$ cat src/shared/scb_consts.svh
// offsets, field positions, reset values and widths of the serial config bank
// assumes inclusion by the package and the bank module only
`ifndef SCB_CONSTS_SVH
`define SCB_CONSTS_SVH

// ==========================================
// register offsets (15-bit serial address)
`define SCB_ADDR_CFG_A 15'h0000
`define SCB_ADDR_CFG_B 15'h0001
`define SCB_ADDR_PWR 15'h0002
`define SCB_ADDR_CLASS 15'h0003
`define SCB_ADDR_ID_LO 15'h0004
`define SCB_ADDR_ID_HI 15'h0005
`define SCB_ADDR_CHAN_SEL 15'h0008

// ==========================================
// field positions
`define SCB_A_SOFT_RST 0
`define SCB_A_LSB_FIRST 1
`define SCB_A_ASCEND 2
`define SCB_A_ASCEND_M 5
`define SCB_A_LSB_FIRST_M 6
`define SCB_A_SOFT_RST_M 7
`define SCB_B_DP_RST 1
`define SCB_RW_BIT 15

// ==========================================
// reset values and sizes
`define SCB_RST_CHAN_SEL 2'h3
`define SCB_RST_PWR 2'h0
`define SCB_NUM_CH 2
`define SCB_INSTR_LAST 4'hf
`define SCB_BYTE_LAST 4'h7

`endif

$ cat src/shared/scb_pkg.sv
// types of the serial config bank: phase, pin carriers, state record
// assumes scb_consts.svh on the include path
`default_nettype none
`include "scb_consts.svh"

package scb_pkg;

    // ==========================================
    // frame phase, gray along instruction to data
    typedef enum logic [1:0] {
        PH_INSTR = 2'h0,
        PH_DATA = 2'h1
    } scb_phase_t;

    // serial pins entering the block
    typedef struct packed {
        logic sclk;
        logic portSelectN;
        logic sdioIn;
    } scb_spi_in_t;

    // per-channel datapath controls
    typedef struct packed {
        logic clkEn;
        logic holdReset;
        logic linkEn;
    } scb_chan_ctl_t;

    // all state of the bank
    typedef struct packed {
        scb_phase_t phase;
        logic [3:0] bitCnt;
        logic [15:0] shift;
        logic isRead;
        logic [14:0] addr;
        logic [7:0] txByte;
        logic prevSclk;
        logic sdioOut;
        logic sdioDrive;
        logic lsbFirst;
        logic ascend;
        logic [1:0] chSel;
        logic [`SCB_NUM_CH-1:0][1:0] pwrMode;
        logic dpReset;
    } scb_state_t;

endpackage

`default_nettype wire

$ cat src/hdl/scb_config_bank.sv
// serial-port configuration register bank with channel power control
// assumes sclk, port_select_n and sdio already synchronous to ref_clk
`include "scb_consts.svh"
`timescale 1ns/1ns
`default_nettype none

module scb_config_bank #(
    parameter int NUM_CH = 2,
    parameter logic [7:0] DEVICE_CLASS = 8'h5a, // arbitrary value
    parameter logic [15:0] IDENT = 16'h1234 // arbitrary value
) (
    input wire logic ref_clk,
    input wire logic sys_rst,
    input wire scb_pkg::scb_spi_in_t spiIn,
    output logic sdioOut,
    output logic sdioOeN,
    output logic dpResetPulse,
    output scb_pkg::scb_chan_ctl_t [NUM_CH-1:0] chanCtl
);

    // ==========================================
    // elaboration check
    if (NUM_CH != `SCB_NUM_CH) begin : g_bad_ch
        $error("scb_config_bank serves exactly two channels");
    end

    scb_pkg::scb_state_t st;
    scb_pkg::scb_state_t next_st;

    // ==========================================
    // helpers
    function automatic logic [15:0] rev16(input logic [15:0] v);
        logic [15:0] r;
        r = '0;
        for (int i = 0; i < 16; i++) begin
            r[i] = v[15-i];
        end
        return r;
    endfunction

    function automatic scb_pkg::scb_state_t rstState();
        scb_pkg::scb_state_t s;
        s = '0;
        s.chSel = `SCB_RST_CHAN_SEL;
        for (int c = 0; c < `SCB_NUM_CH; c++) begin
            s.pwrMode[c] = `SCB_RST_PWR;
        end
        return s;
    endfunction

    // read value of a register address
    function automatic logic [7:0] readMux(input logic [14:0] a, input scb_pkg::scb_state_t s);
        logic [7:0] r;
        r = 8'h00;
        unique case (a)
            `SCB_ADDR_CFG_A: begin
                r[`SCB_A_LSB_FIRST] = s.lsbFirst;
                r[`SCB_A_LSB_FIRST_M] = s.lsbFirst;
                r[`SCB_A_ASCEND] = s.ascend;
                r[`SCB_A_ASCEND_M] = s.ascend;
            end
            `SCB_ADDR_PWR: r[1:0] = s.chSel[0] ? s.pwrMode[0] : s.pwrMode[1];
            `SCB_ADDR_CLASS: r = DEVICE_CLASS;
            `SCB_ADDR_ID_LO: r = IDENT[7:0];
            `SCB_ADDR_ID_HI: r = IDENT[15:8];
            `SCB_ADDR_CHAN_SEL: r[1:0] = s.chSel;
            default: r = 8'h00; // unmapped and self-clearing read zero
        endcase
        return r;
    endfunction

    // ==========================================
    // serial edges and decoded words
    logic sclkRise;
    logic sclkFall;
    logic [15:0] shiftNext;
    logic [15:0] shiftRev;
    logic [15:0] instrWord;
    logic [7:0] rxByte;
    logic instrDone;
    logic byteDone;
    logic wrEn;
    logic [14:0] addrStep;
    logic softRstHit;

    assign sclkRise = spiIn.sclk & ~st.prevSclk & ~spiIn.portSelectN;
    assign sclkFall = ~spiIn.sclk & st.prevSclk & ~spiIn.portSelectN;
    assign shiftNext = {st.shift[14:0], spiIn.sdioIn};
    // reversed copy, its top byte is the low byte reversed
    assign shiftRev = rev16(shiftNext);
    assign instrWord = st.lsbFirst ? shiftRev : shiftNext;
    assign rxByte = st.lsbFirst ? shiftRev[15:8] : shiftNext[7:0];
    assign instrDone = sclkRise && st.phase == scb_pkg::PH_INSTR && st.bitCnt == `SCB_INSTR_LAST;
    assign byteDone = sclkRise && st.phase == scb_pkg::PH_DATA && st.bitCnt == `SCB_BYTE_LAST;
    assign wrEn = byteDone && !st.isRead;
    assign addrStep = st.ascend ? st.addr + 15'h0001 : st.addr - 15'h0001;
    assign softRstHit = wrEn && st.addr == `SCB_ADDR_CFG_A
        && (rxByte[`SCB_A_SOFT_RST] || rxByte[`SCB_A_SOFT_RST_M]);

    // ==========================================
    // next-state logic
    always_comb begin
        next_st = st;
        next_st.prevSclk = spiIn.sclk;
        next_st.dpReset = 1'b0;
        if (spiIn.portSelectN) begin
            next_st.phase = scb_pkg::PH_INSTR;
            next_st.bitCnt = 4'h0;
            next_st.sdioDrive = 1'b0;
        end else begin
            if (sclkRise) begin
                next_st.shift = shiftNext;
                next_st.bitCnt = st.bitCnt + 4'h1;
            end
            if (instrDone) begin
                next_st.phase = scb_pkg::PH_DATA;
                next_st.bitCnt = 4'h0;
                next_st.isRead = instrWord[`SCB_RW_BIT];
                next_st.addr = instrWord[14:0];
                next_st.txByte = readMux(instrWord[14:0], st);
            end
            if (byteDone) begin
                next_st.bitCnt = 4'h0;
                next_st.addr = addrStep;
                if (st.isRead) begin
                    next_st.txByte = readMux(addrStep, st);
                end
            end
            if (sclkFall && st.phase == scb_pkg::PH_DATA && st.isRead) begin
                next_st.sdioOut = st.lsbFirst ? st.txByte[st.bitCnt[2:0]] : st.txByte[3'h7 - st.bitCnt[2:0]];
                next_st.sdioDrive = 1'b1;
            end
            if (wrEn) begin
                unique case (st.addr)
                    `SCB_ADDR_CFG_A: begin
                        next_st.lsbFirst = rxByte[`SCB_A_LSB_FIRST] | rxByte[`SCB_A_LSB_FIRST_M];
                        next_st.ascend = rxByte[`SCB_A_ASCEND] | rxByte[`SCB_A_ASCEND_M];
                    end
                    `SCB_ADDR_CFG_B: next_st.dpReset = rxByte[`SCB_B_DP_RST];
                    `SCB_ADDR_PWR: begin
                        for (int c = 0; c < `SCB_NUM_CH; c++) begin
                            if (st.chSel[c]) begin
                                next_st.pwrMode[c] = rxByte[1:0];
                            end
                        end
                    end
                    `SCB_ADDR_CHAN_SEL: next_st.chSel = rxByte[1:0];
                    default: next_st.chSel = st.chSel;
                endcase
            end
        end
        // whole bank and serial port back to defaults
        if (softRstHit) begin
            next_st = rstState();
            next_st.prevSclk = spiIn.sclk;
        end
    end

    // state register
    always_ff @(posedge ref_clk) begin
        if (sys_rst) begin
            st <= rstState();
        end else begin
            st <= next_st;
        end
    end

    // ==========================================
    // outputs
    assign sdioOut = st.sdioOut;
    assign sdioOeN = ~st.sdioDrive; // low while driving
    assign dpResetPulse = st.dpReset;

    // per-channel power decode
    for (genvar c = 0; c < NUM_CH; c++) begin : g_chan
        assign chanCtl[c].clkEn = ~st.pwrMode[c][1];
        assign chanCtl[c].holdReset = st.pwrMode[c] == 2'h3;
        assign chanCtl[c].linkEn = st.pwrMode[c] != 2'h3;
    end
endmodule

`default_nettype wire

$ cat config.mk
export PLATFORM = sky130hd
export DESIGN_NAME = scb_config_bank
export DESIGN_NICKNAME = d
export VERILOG_FILES = /design/src/shared/scb_pkg.sv /design/src/hdl/scb_config_bank.sv
export VERILOG_INCLUDE_DIRS = /design/src /design/src/shared
export SDC_FILE = /design/constraint.sdc
export NUM_CORES = 1
export LEC_CHECK = 0
export ABC_AREA = 1
export BUFFER_PORTS_ARGS = -buffer_cell sky130_fd_sc_hd__buf_4
export CAP_MARGIN = 20
export CORE_UTILIZATION = 38
export DETAILED_ROUTE_END_ITERATION = 6
export PLACE_DENSITY = 0.52
export SLEW_MARGIN = 5
export SYNTH_ARGS = -nofsm -noshare
export SYNTH_HDL_FRONTEND = slang
export SYNTH_SLANG_ARGS = --single-unit
export TNS_END_PERCENT = 10
$ cat constraint.sdc
create_clock -name ref_clk -period 5.3 [get_ports ref_clk]
set_clock_uncertainty 0.15 [all_clocks]
set_input_delay 0.53 -clock ref_clk [delete_from_list [all_inputs] [get_ports ref_clk]]
set_output_delay 0.53 -clock ref_clk [all_outputs]
set_load 0.01 [all_outputs]
### After elaboration in Yosys (flattened, before gate mapping)

Index checks and enable logic that the tools add are counted.
W data, S select, Z words.

* input bits: 5
* bits in registers: 57
* word-level logic and storage cells: 108

* magnitude comparators: 2
* muxes and demuxes: 22
* bitwise logic cells: 14
* $add $sub $neg: 4
* reduce and logical (&&, ||, !) cells: 32
* eq/ne operators: 19

Operators with widths (number)
* $eq A15 B2 Y1 const B: 5
* $eq A15 B3 Y1 const B: 4
* $eq A15 B4 Y1 const B: 3
* $logic_not A15 Y1: 3
* $mux W24: 1
* $mux W23: 1
* $mux W16: 1
* $mux W8: 2
* $add A15 B1 Y15 const B: 1
* $eq A15 B1 Y1 const B: 1
* $mux W15: 1
* $sub A15 B1 Y15 const B: 1
* $pmux W2 S3: 2
* $reduce_or A2 Y1: 5
* $reduce_or A5 Y1: 2
* $logic_and A1 B1 Y1: 9
* $lt A3 B4 Y1 const B: 2
* $not A1 Y1: 8
* $pmux W1 S2: 4
* $pmux W1 S4: 2
* $pmux W2 S2: 2
* $reduce_and A2 Y1: 4
* $reduce_and A4 Y1: 2
* $bmux W1 S3: 2
* 16 further kinds: 25

### Depth between registers and ports, before layout

Gate-level depths: netlist of run 1.

* depth after elaboration: 9
* gate-level depth with buffers: 18
* depth with buffers taken out: 18

### Worst setup path before layout of run 1

Ideal clock, no wire load.

* path type: reg-to-reg
* start point: reg st[20] (netlist name)
* end point: reg st[13] (netlist name)
* setup time: 0.058 ns
* slack: 3.184 ns
* cell stages (with the launch flop): 19
* arrival time: 1.908 ns
* cells stage by stage: dfxtp_1 inv_2 ha_1 inv_1 nor2_2 nand3_2 nand2_4 nand2_1 nand2_1 nand2_2 nor2_4 nand2_2 nor2_8 nand2_2 nor2_2 nand2_1 nand3_1 nand2_1 nand2_1

* cells in the longest elaborated chain, start to end: 7

RTL lines
* start, declared: line scb_config_bank.sv:27 `scb_pkg::scb_state_t st;`
* start signal, assigned: line scb_config_bank.sv:162 `st <= rstState();`
* start signal, assigned: line scb_config_bank.sv:164 `st <= next_st;`
* $sub A15 B1 Y15 or $add A15 B1 Y15 (tied branches): line scb_config_bank.sv:96 `assign addrStep = st.ascend ? st.addr + 15'h0001 : st.addr - 15'h0001;`
* $mux W15: line scb_config_bank.sv:96
* $eq A15 B2 Y1 or $eq A15 B3 Y1 (tied branches): line scb_config_bank.sv:55 `unique case (a)`
* $reduce_or A2 Y1 (no line)
* $pmux W1 S4: line scb_config_bank.sv:55
* $mux W8: line scb_config_bank.sv:125 `if (st.isRead) begin`
* $mux W23: line scb_config_bank.sv:122 `if (byteDone) begin`

Parallel ways exist; a longest one is shown, timed or not.
A chain may end at the register's enable or synchronous reset.

### Worst setup path in the final report of run 1

* start point: reg st[52] (netlist name)
* end point: reg st[13] (netlist name)

* cells in the longest elaborated chain, start to end: 6

RTL lines
* $eq A4 B3 Y1 (no line)
* $logic_and A1 B1 Y1 (no line)
* $logic_and A1 B1 Y1: line scb_config_bank.sv:95 `assign wrEn = byteDone && !st.isRead;`
* $logic_and A1 B1 Y1 (no line)
* $logic_and A1 B1 Y1: line scb_config_bank.sv:97 `` assign softRstHit = wrEn && st.addr == `SCB_ADDR_CFG_A ``
* $reduce_or A2 Y1 (no line)

Parallel ways exist; a longest one is shown, timed or not. The select of a mux whose other input is x is not followed.

==> metrics.csv, run 1 <==
metric,value,unit
switchingPower,0.000176,W
yosysSeqAreaShare,28.9,%
syn_nets,631,
maxCapViolations,0,
cts-root-buf,clkbuf_8,
synth_xor_area_share,1.13,%
groute.usage.overall,22.4,%
p_leak,1.77,nW
synth_top_family_by_area,simple AND/OR/NAND/NOR gates,
slew_violations,0,
place_ws,1.99,ns
clkLatencyLatePin,0.32,ns
fp.dieW,103,um
grt_pass1_vias,3581,
crit_path_frequent_cell,nand2_1,
cpPeakStageDelay,0.54,ns
post-cts-setup-buffer-count,0,
worstMarginPinSlew,0.741,ns
p_per_area,186,nW/um2
clock-sinks,56,
rows,36,
synth_mux_area_share,0.291,%
finalCritPeriodShare,58.3,%
fillers,1104,
p_comb_share,4.7,%
clockBufferDepth,2,
hold_viol,0,
start_util,39.4,%
antenna_found_initial,0,
grt-ovfl-total,0,
worst_slack,2.21,ns
mostFrequentLayoutCells,"nand2_1, nor2_1, nand3_1, dfxtp_1, inv_1",
wl_per_cell,14.8,um
drt_iter0_markers,266,
hold_buffers,0,
synth_ff_type,dfxtp_1,
setup_viol,0,
crit_required,5.37,ns
pwr-share-seq,54.9,%
postRouteAntennaNets,0,
htreeDepth,2,
syn_inst,621,
crit_fanout,34,
min_path_type,input pin to flip-flop,
clockPowerShare,40.5,%
grt_pass1_wl,18200,um
antenna_cells,0,
status,"complete, no violations",
use_met2,35.8,%
use_met1,32.8,%
place_hpwl,8780,um
gr-usage-met3,2.37,%
crit_family,simple AND/OR/NAND/NOR gates,
port-buffer-count,13,
core,9820,um2
syn_to_final_growth,7.62,%
end_kind,flip-flop,
cts_tree,built,
fin_crit,3.09,ns
instances_no_fill,759,
setup_tns,0,ns
mostFrequentLayoutCell,nand2_1,
critPathKind,flip-flop to flip-flop,
rsz0062_at_grt,false,
top_usage_layer,met2,
grt_max_degree,35,
max_freq,0.324,GHz
drc,0,
fin_nets,635,
yosys_warnings,0,
synth-seq-cells,56,
gp_congestion,0.833,
swShare,22.7,%
ir_drop,109,uV
critPathArrivalTime,3.16,ns
p_int,0.000599,W
io_pins,14,
synth_cell_types,38,
cts_resized,0,
die_h,103,um
cpMaxStageDelayCell,dfxtp_1,
max_slew_margin,50.5,%
drtPass1Iterations,6,
vias_per_cell,5.21,
synth_compound_area_share,16.1,%
dp_cells,751,
worst-path-buf-inv,2,
start_kind,flip-flop,
synthAdderAreaFrac,1.61,%
netlist_area,3870,um2
postSynthAreaPerCell,6.24,um2
dieArea,10600,um2
numCtsBuffers,5,
synth-simple-area-share,42.1,%
async_reset_ff_share,0,%
clkTransAtPathRegs,0.10,ns
dr_total_vias,3955,
crit_chain,ha_1 > nand3_1 > nor3_4 > nand2_1 > nor2_1 > o21ai_1 > nand2_2 > inv_2 > nand2_2 > inv_2 > o21ai_0 > nor2_1 > nand2_1 > nand2_1,
synth_edf_count,0,
drive_gt1_share,12.3,%
drt_wl_total,11200,um
-- routing by layer --
layer / up-vias / part of all wire, %
met1: 1804 / 51
met5: - / 0
li1: 2053 / -
met4: 0 / 0.96
met2: 87 / 44
met3: 11 / 4.6
-- worst reg2reg max path, stage by stage (launching register included) --
cell,delay (ns)
dfxtp_1,0.54
ha_1,0.23
nand3_1,0.14
nor3_4,0.35
nand2_1,0.12
nor2_1,0.13
o21ai_1,0.09
nand2_2,0.50
inv_2,0.26
nand2_2,0.19
inv_2,0.07
o21ai_0,0.07
nor2_1,0.05
nand2_1,0.07
nand2_1,0.04
-- through the flow --
| stage | hold WS [ns] | utilization, % | power [W] | instance area [um2] |
|---|---|---|---|---|
| after floorplan | 0.274 | - | 0.000461 | 3870 |
| after global placement | 0.292 | 41.2 | 0.000471 | 4040 |
| after detailed placement | 0.297 | 41.2 | 0.000471 | 4040 |
| after CTS | 0.209 | 42.5 | 0.000781 | 4170 |
| after global routing | 0.204 | 42.5 | 0.000802 | 4170 |
| final | 0.216 | 42.5 | 0.000775 | 4170 |
-- synth_stat cells (4+ instances only) --
| library cell | number | area share (%) |
|---|---|---|
| o211ai_1 | 5 | 0.97 |
| o21ai_0 | 31 | 4.0 |
| xor2_1 | 5 | 1.1 |
| nand2_1 | 143 | 14 |
| a211oi_1 | 4 | 0.78 |
| o21ai_1 | 4 | 0.52 |
| nor2_4 | 5 | 1.5 |
| nor3_1 | 5 | 0.65 |
| inv_1 | 55 | 5.3 |
| nand2_2 | 18 | 2.9 |
| o22ai_1 | 8 | 1.3 |
| ha_1 | 5 | 1.6 |
| nand3_1 | 58 | 7.5 |
| buf_6 | 5 | 1.5 |
| nand4_1 | 17 | 2.7 |
| a21oi_1 | 54 | 7.0 |
| clkbuf_1 | 7 | 0.68 |
| dfxtp_1 | 56 | 29 |
| inv_2 | 13 | 1.3 |
| buf_2 | 7 | 0.90 |
| nor2_1 | 82 | 7.9 |
| nor2_2 | 9 | 1.5 |
-- cell families (layout without fill, tap and decap cells) --
group,after synthesis,after routing
buffers and inverters,89,94
XOR/XNOR,5,5
flip-flops,56,56
multiplexers,1,1
adder cells (fa/ha/maj),5,5
AND/OR/NAND/NOR,351,351
AO/OA/AOI/OAI,114,114
-- worst paths after layout --
| check | from | to | cells after the start | slack, ns |
|---|---|---|---|---|
| hold / removal | sys_rst | st[11] | 2 | 0.22 |
| setup / recovery | st[52] | st[13] | 14 | 2.21 |
| setup reg to reg | st[52] | st[13] | 14 | 2.21 |
| hold reg to reg | st[12] | st[12] | 2 | 0.32 |
-- registers in the layout (all words and copies together) (netlist names) --
name,flops
shiftNext,15
sdioOut,1
st,39
dpResetPulse,1
-- layout make-up --
cell class / instances / area (um2) / area share [%]
Tap cell: 133 / 166 / 3.99
Sequential cell: 56 / 1120 / 26.9
Clock buffer: 7 / 96.3 / 2.31
Multi-Input combinational cell: 476 / 2370 / 56.9
Inverter: 70 / 263 / 6.30
Clock inverter: 1 / 30.0 / 0.720
Timing Repair Buffer: 16 / 120 / 2.88
-- power groups by stage --
stage	clock (W)	combinational [W]	sequential [W]
2_1_floorplan	0	0.0000269	0.000434
3_3_place_gp	0	0.0000356	0.000435
3_5_place_dp	0	0.0000361	0.000435
4_1_cts	0.000320	0.0000364	0.000425
5_1_grt	0.000336	0.0000404	0.000426
6_report	0.000314	0.0000364	0.000425
Note: power is estimated with default switching activity, not from simulation.
==> run 2, diff against run 1 <==
--- a/config.mk
+++ b/config.mk
@@ -11,7 +11,7 @@
 export CAP_MARGIN = 20
 export CORE_UTILIZATION = 38
 export DETAILED_ROUTE_END_ITERATION = 6
-export PLACE_DENSITY = 0.52
+export PLACE_DENSITY = 0.54
 export SLEW_MARGIN = 5
 export SYNTH_ARGS = -nofsm -noshare
 export SYNTH_HDL_FRONTEND = slang
==> constraint.sdc (replaced) <==
create_clock -name ref_clk -period 2.5 [get_ports ref_clk]
set_clock_uncertainty 0.15 [all_clocks]
set_input_delay 0.25 -clock ref_clk [delete_from_list [all_inputs] [get_ports ref_clk]]
set_output_delay 0.25 -clock ref_clk [all_outputs]
set_load 0.01 [all_outputs]
==> run 2 against run 1 <==
  * Final area rose by 3.5%
  * Sequential cell count did not move
  * Clock power rose by 88%
  * Count of clock-buffer cells in the layout fell by 2
  * Non-clock buffer count rose by 16
  * Via count rose by 5.0%
  * Sequential power rose by 110%
  * First-iteration DRC count rose by 18%
  * Core utilization rose by 1.5 points
  * Global-route usage rose by 0.59 points
  * Fmax rose by 34%
  * Combinational power rose by 140%
  * Largest cell class unchanged
  * Largest power group unchanged
==> metrics.csv, run 2 (synthesized netlist as in run 1, its figures left out) <==
metric,value,unit
fin_crit,2.30,ns
die_h,103,um
setup_tns,0,ns
cpMaxStageDelayCell,dfxtp_1,
status,"complete, no violations",
clockPowerShare,37.4,%
vias_per_cell,5.37,
pwr-share-seq,57.0,%
worstMarginPinSlew,0.502,ns
crit_path_frequent_cell,inv_1,
register_area,1130,um2
drt_wl_total,11500,um
rows,36,
numCtsBuffers,5,
postRouteAntennaNets,0,
port-buffer-count,13,
cts_tree,built,
drtPass1Iterations,5,
switchingPower,0.000368,W
critPathArrivalTime,2.39,ns
start_kind,flip-flop,
cts-root-buf,clkbuf_8,
finalCritPeriodShare,91.9,%
p_int,0.00121,W
drt_iter0_markers,315,
clock-sinks,56,
core,9820,um2
clkLatencyLatePin,0.31,ns
fillers,1103,
wl_per_cell,14.8,um
clockBufferDepth,2,
p_per_area,366,nW/um2
maxCapViolations,0,
end_kind,flip-flop,
cpPeakStageDelay,0.47,ns
largest_register,st,
crit_fanout,7,
grt_max_degree,23,
dr_total_vias,4154,
post-cts-setup-buffer-count,0,
clkTransAtPathRegs,0.10,ns
ir_drop,236,uV
antenna_cells,0,
slew_violations,0,
setup_viol,0,
start_util,39.4,%
grt_pass1_vias,3799,
drive_gt1_share,14.8,%
place_hpwl,8810,um
p_comb_share,5.6,%
max_freq,0.435,GHz
fin_nets,652,
grt_pass1_wl,18900,um
fp.dieW,103,um
multiInputGateArea,2400,um2
mostFrequentLayoutCell,nand2_1,
htreeDepth,2,
critPathKind,flip-flop to flip-flop,
p_leak,1.86,nW
grt-ovfl-total,0,
antenna_found_initial,0,
groute.usage.overall,23.0,%
largest_reg_flops,39,
swShare,23.3,%
gp_congestion,0.945,
rsz0062_at_grt,false,
whs,0.0822,ns
io_pins,14,
dieArea,10600,um2
crit_required,2.59,ns
syn_to_final_growth,11.4,%
min_path_type,input pin to flip-flop,
hold_viol,0,
crit_chain,ha_1 > inv_1 > nor2_1 > nand4_1 > inv_1 > nand2_1 > nor3b_1 > o21ai_0 > a21oi_1,
mostFrequentLayoutCells,"nand2_1, nor2_1, nand3_1, inv_1, a21oi_1",
max_slew_margin,66.6,%
drc,0,
==> run 2: cell count changes in the layout (fill, tap and decap cells not counted) <==
cell	change
buf_12	+1
buf_4	+14
clkbuf_8	-2
dfxtp_1	-3
dfxtp_2	+2
dfxtp_4	+1
dlygate4sd3_1	+1
nand2_2	-1
nand2_4	+1
nand3_2	-1
nand3_4	+1
nor2_1	-1
nor2_4	+2
==> run 2: path summary, 6_finish.rpt <==
path	start	endpoint	slack, ns	cells past startpoint
hold reg to reg	st[12]	st[12]	0.31	2
setup / recovery	st[53]	st[4]	0.20	9
hold / removal	spiIn[0]	shiftNext[1]	0.08	3
setup reg to reg	st[53]	st[4]	0.20	9
==> run 2: per-stage QoR <==
| step | power [W] | util, % | setup WS [ns] | std cells | cell area, um2 |
|---|---|---|---|---|---|
| 6_report | 0.00158 | 43.9 | 0.202 | 774 | 4310 |
| 5_1_grt | 0.00163 | 43.9 | 0.0141 | 774 | 4310 |
| 4_1_cts | 0.00160 | 43.6 | 0.0769 | 773 | 4280 |
| 3_5_place_dp | 0.00101 | 42.4 | 0.0998 | 766 | 4170 |
| 3_3_place_gp | 0.00101 | 42.4 | 0.160 | 766 | 4170 |
| 2_1_floorplan | 0.000977 | - | 0.384 | 621 | 3870 |
==> run 2: final cells by class <==
cell class                 count  share of cell area [%]
multi-input combinational    477                    55.7
sequential                    56                    26.1
inverter                      70                    6.09
timing repair buffer          32                    5.92
tap                          133                    3.86
clock buffer                   5                    1.60
clock inverter                 1                   0.696
==> run 2: critical path, delay by kind of cell (launching register included) <==
family | cells | cell delay [ns]
compound gates | 2 | 0.28
fa+ha+maj | 1 | 0.23
buf+inv | 2 | 0.16
flops | 1 | 0.47
simple gates | 4 | 0.94
==> run 2: power groups by stage <==
stage / Clock (W) / Sequential (W) / Combinational (W)
2_1_floorplan: 0 / 0.000920 / 0.0000570
3_3_place_gp: 0 / 0.000921 / 0.0000862
4_1_cts: 0.000609 / 0.000901 / 0.0000881
3_5_place_dp: 0 / 0.000921 / 0.0000863
6_report: 0.000590 / 0.000900 / 0.0000885
5_1_grt: 0.000635 / 0.000901 / 0.0000987
==> run 2: repair_timing <==
action	CTS	global route
endpoints found under the hold margin	1	0
resized for setup	0	8
hold buffers	1	0
endpoints found under the setup margin	0	7
==> run 2: metal layers <==
layer / vias up / GRT usage [%] / wire length (um)
li1: 2089 / - / -
met1: 1917 / 33.2 / 5600
met2: 132 / 36.2 / 5110
met3: 16 / 2.85 / 607
met4: 0 / 5.96 / 172
met5: - / 0 / 0
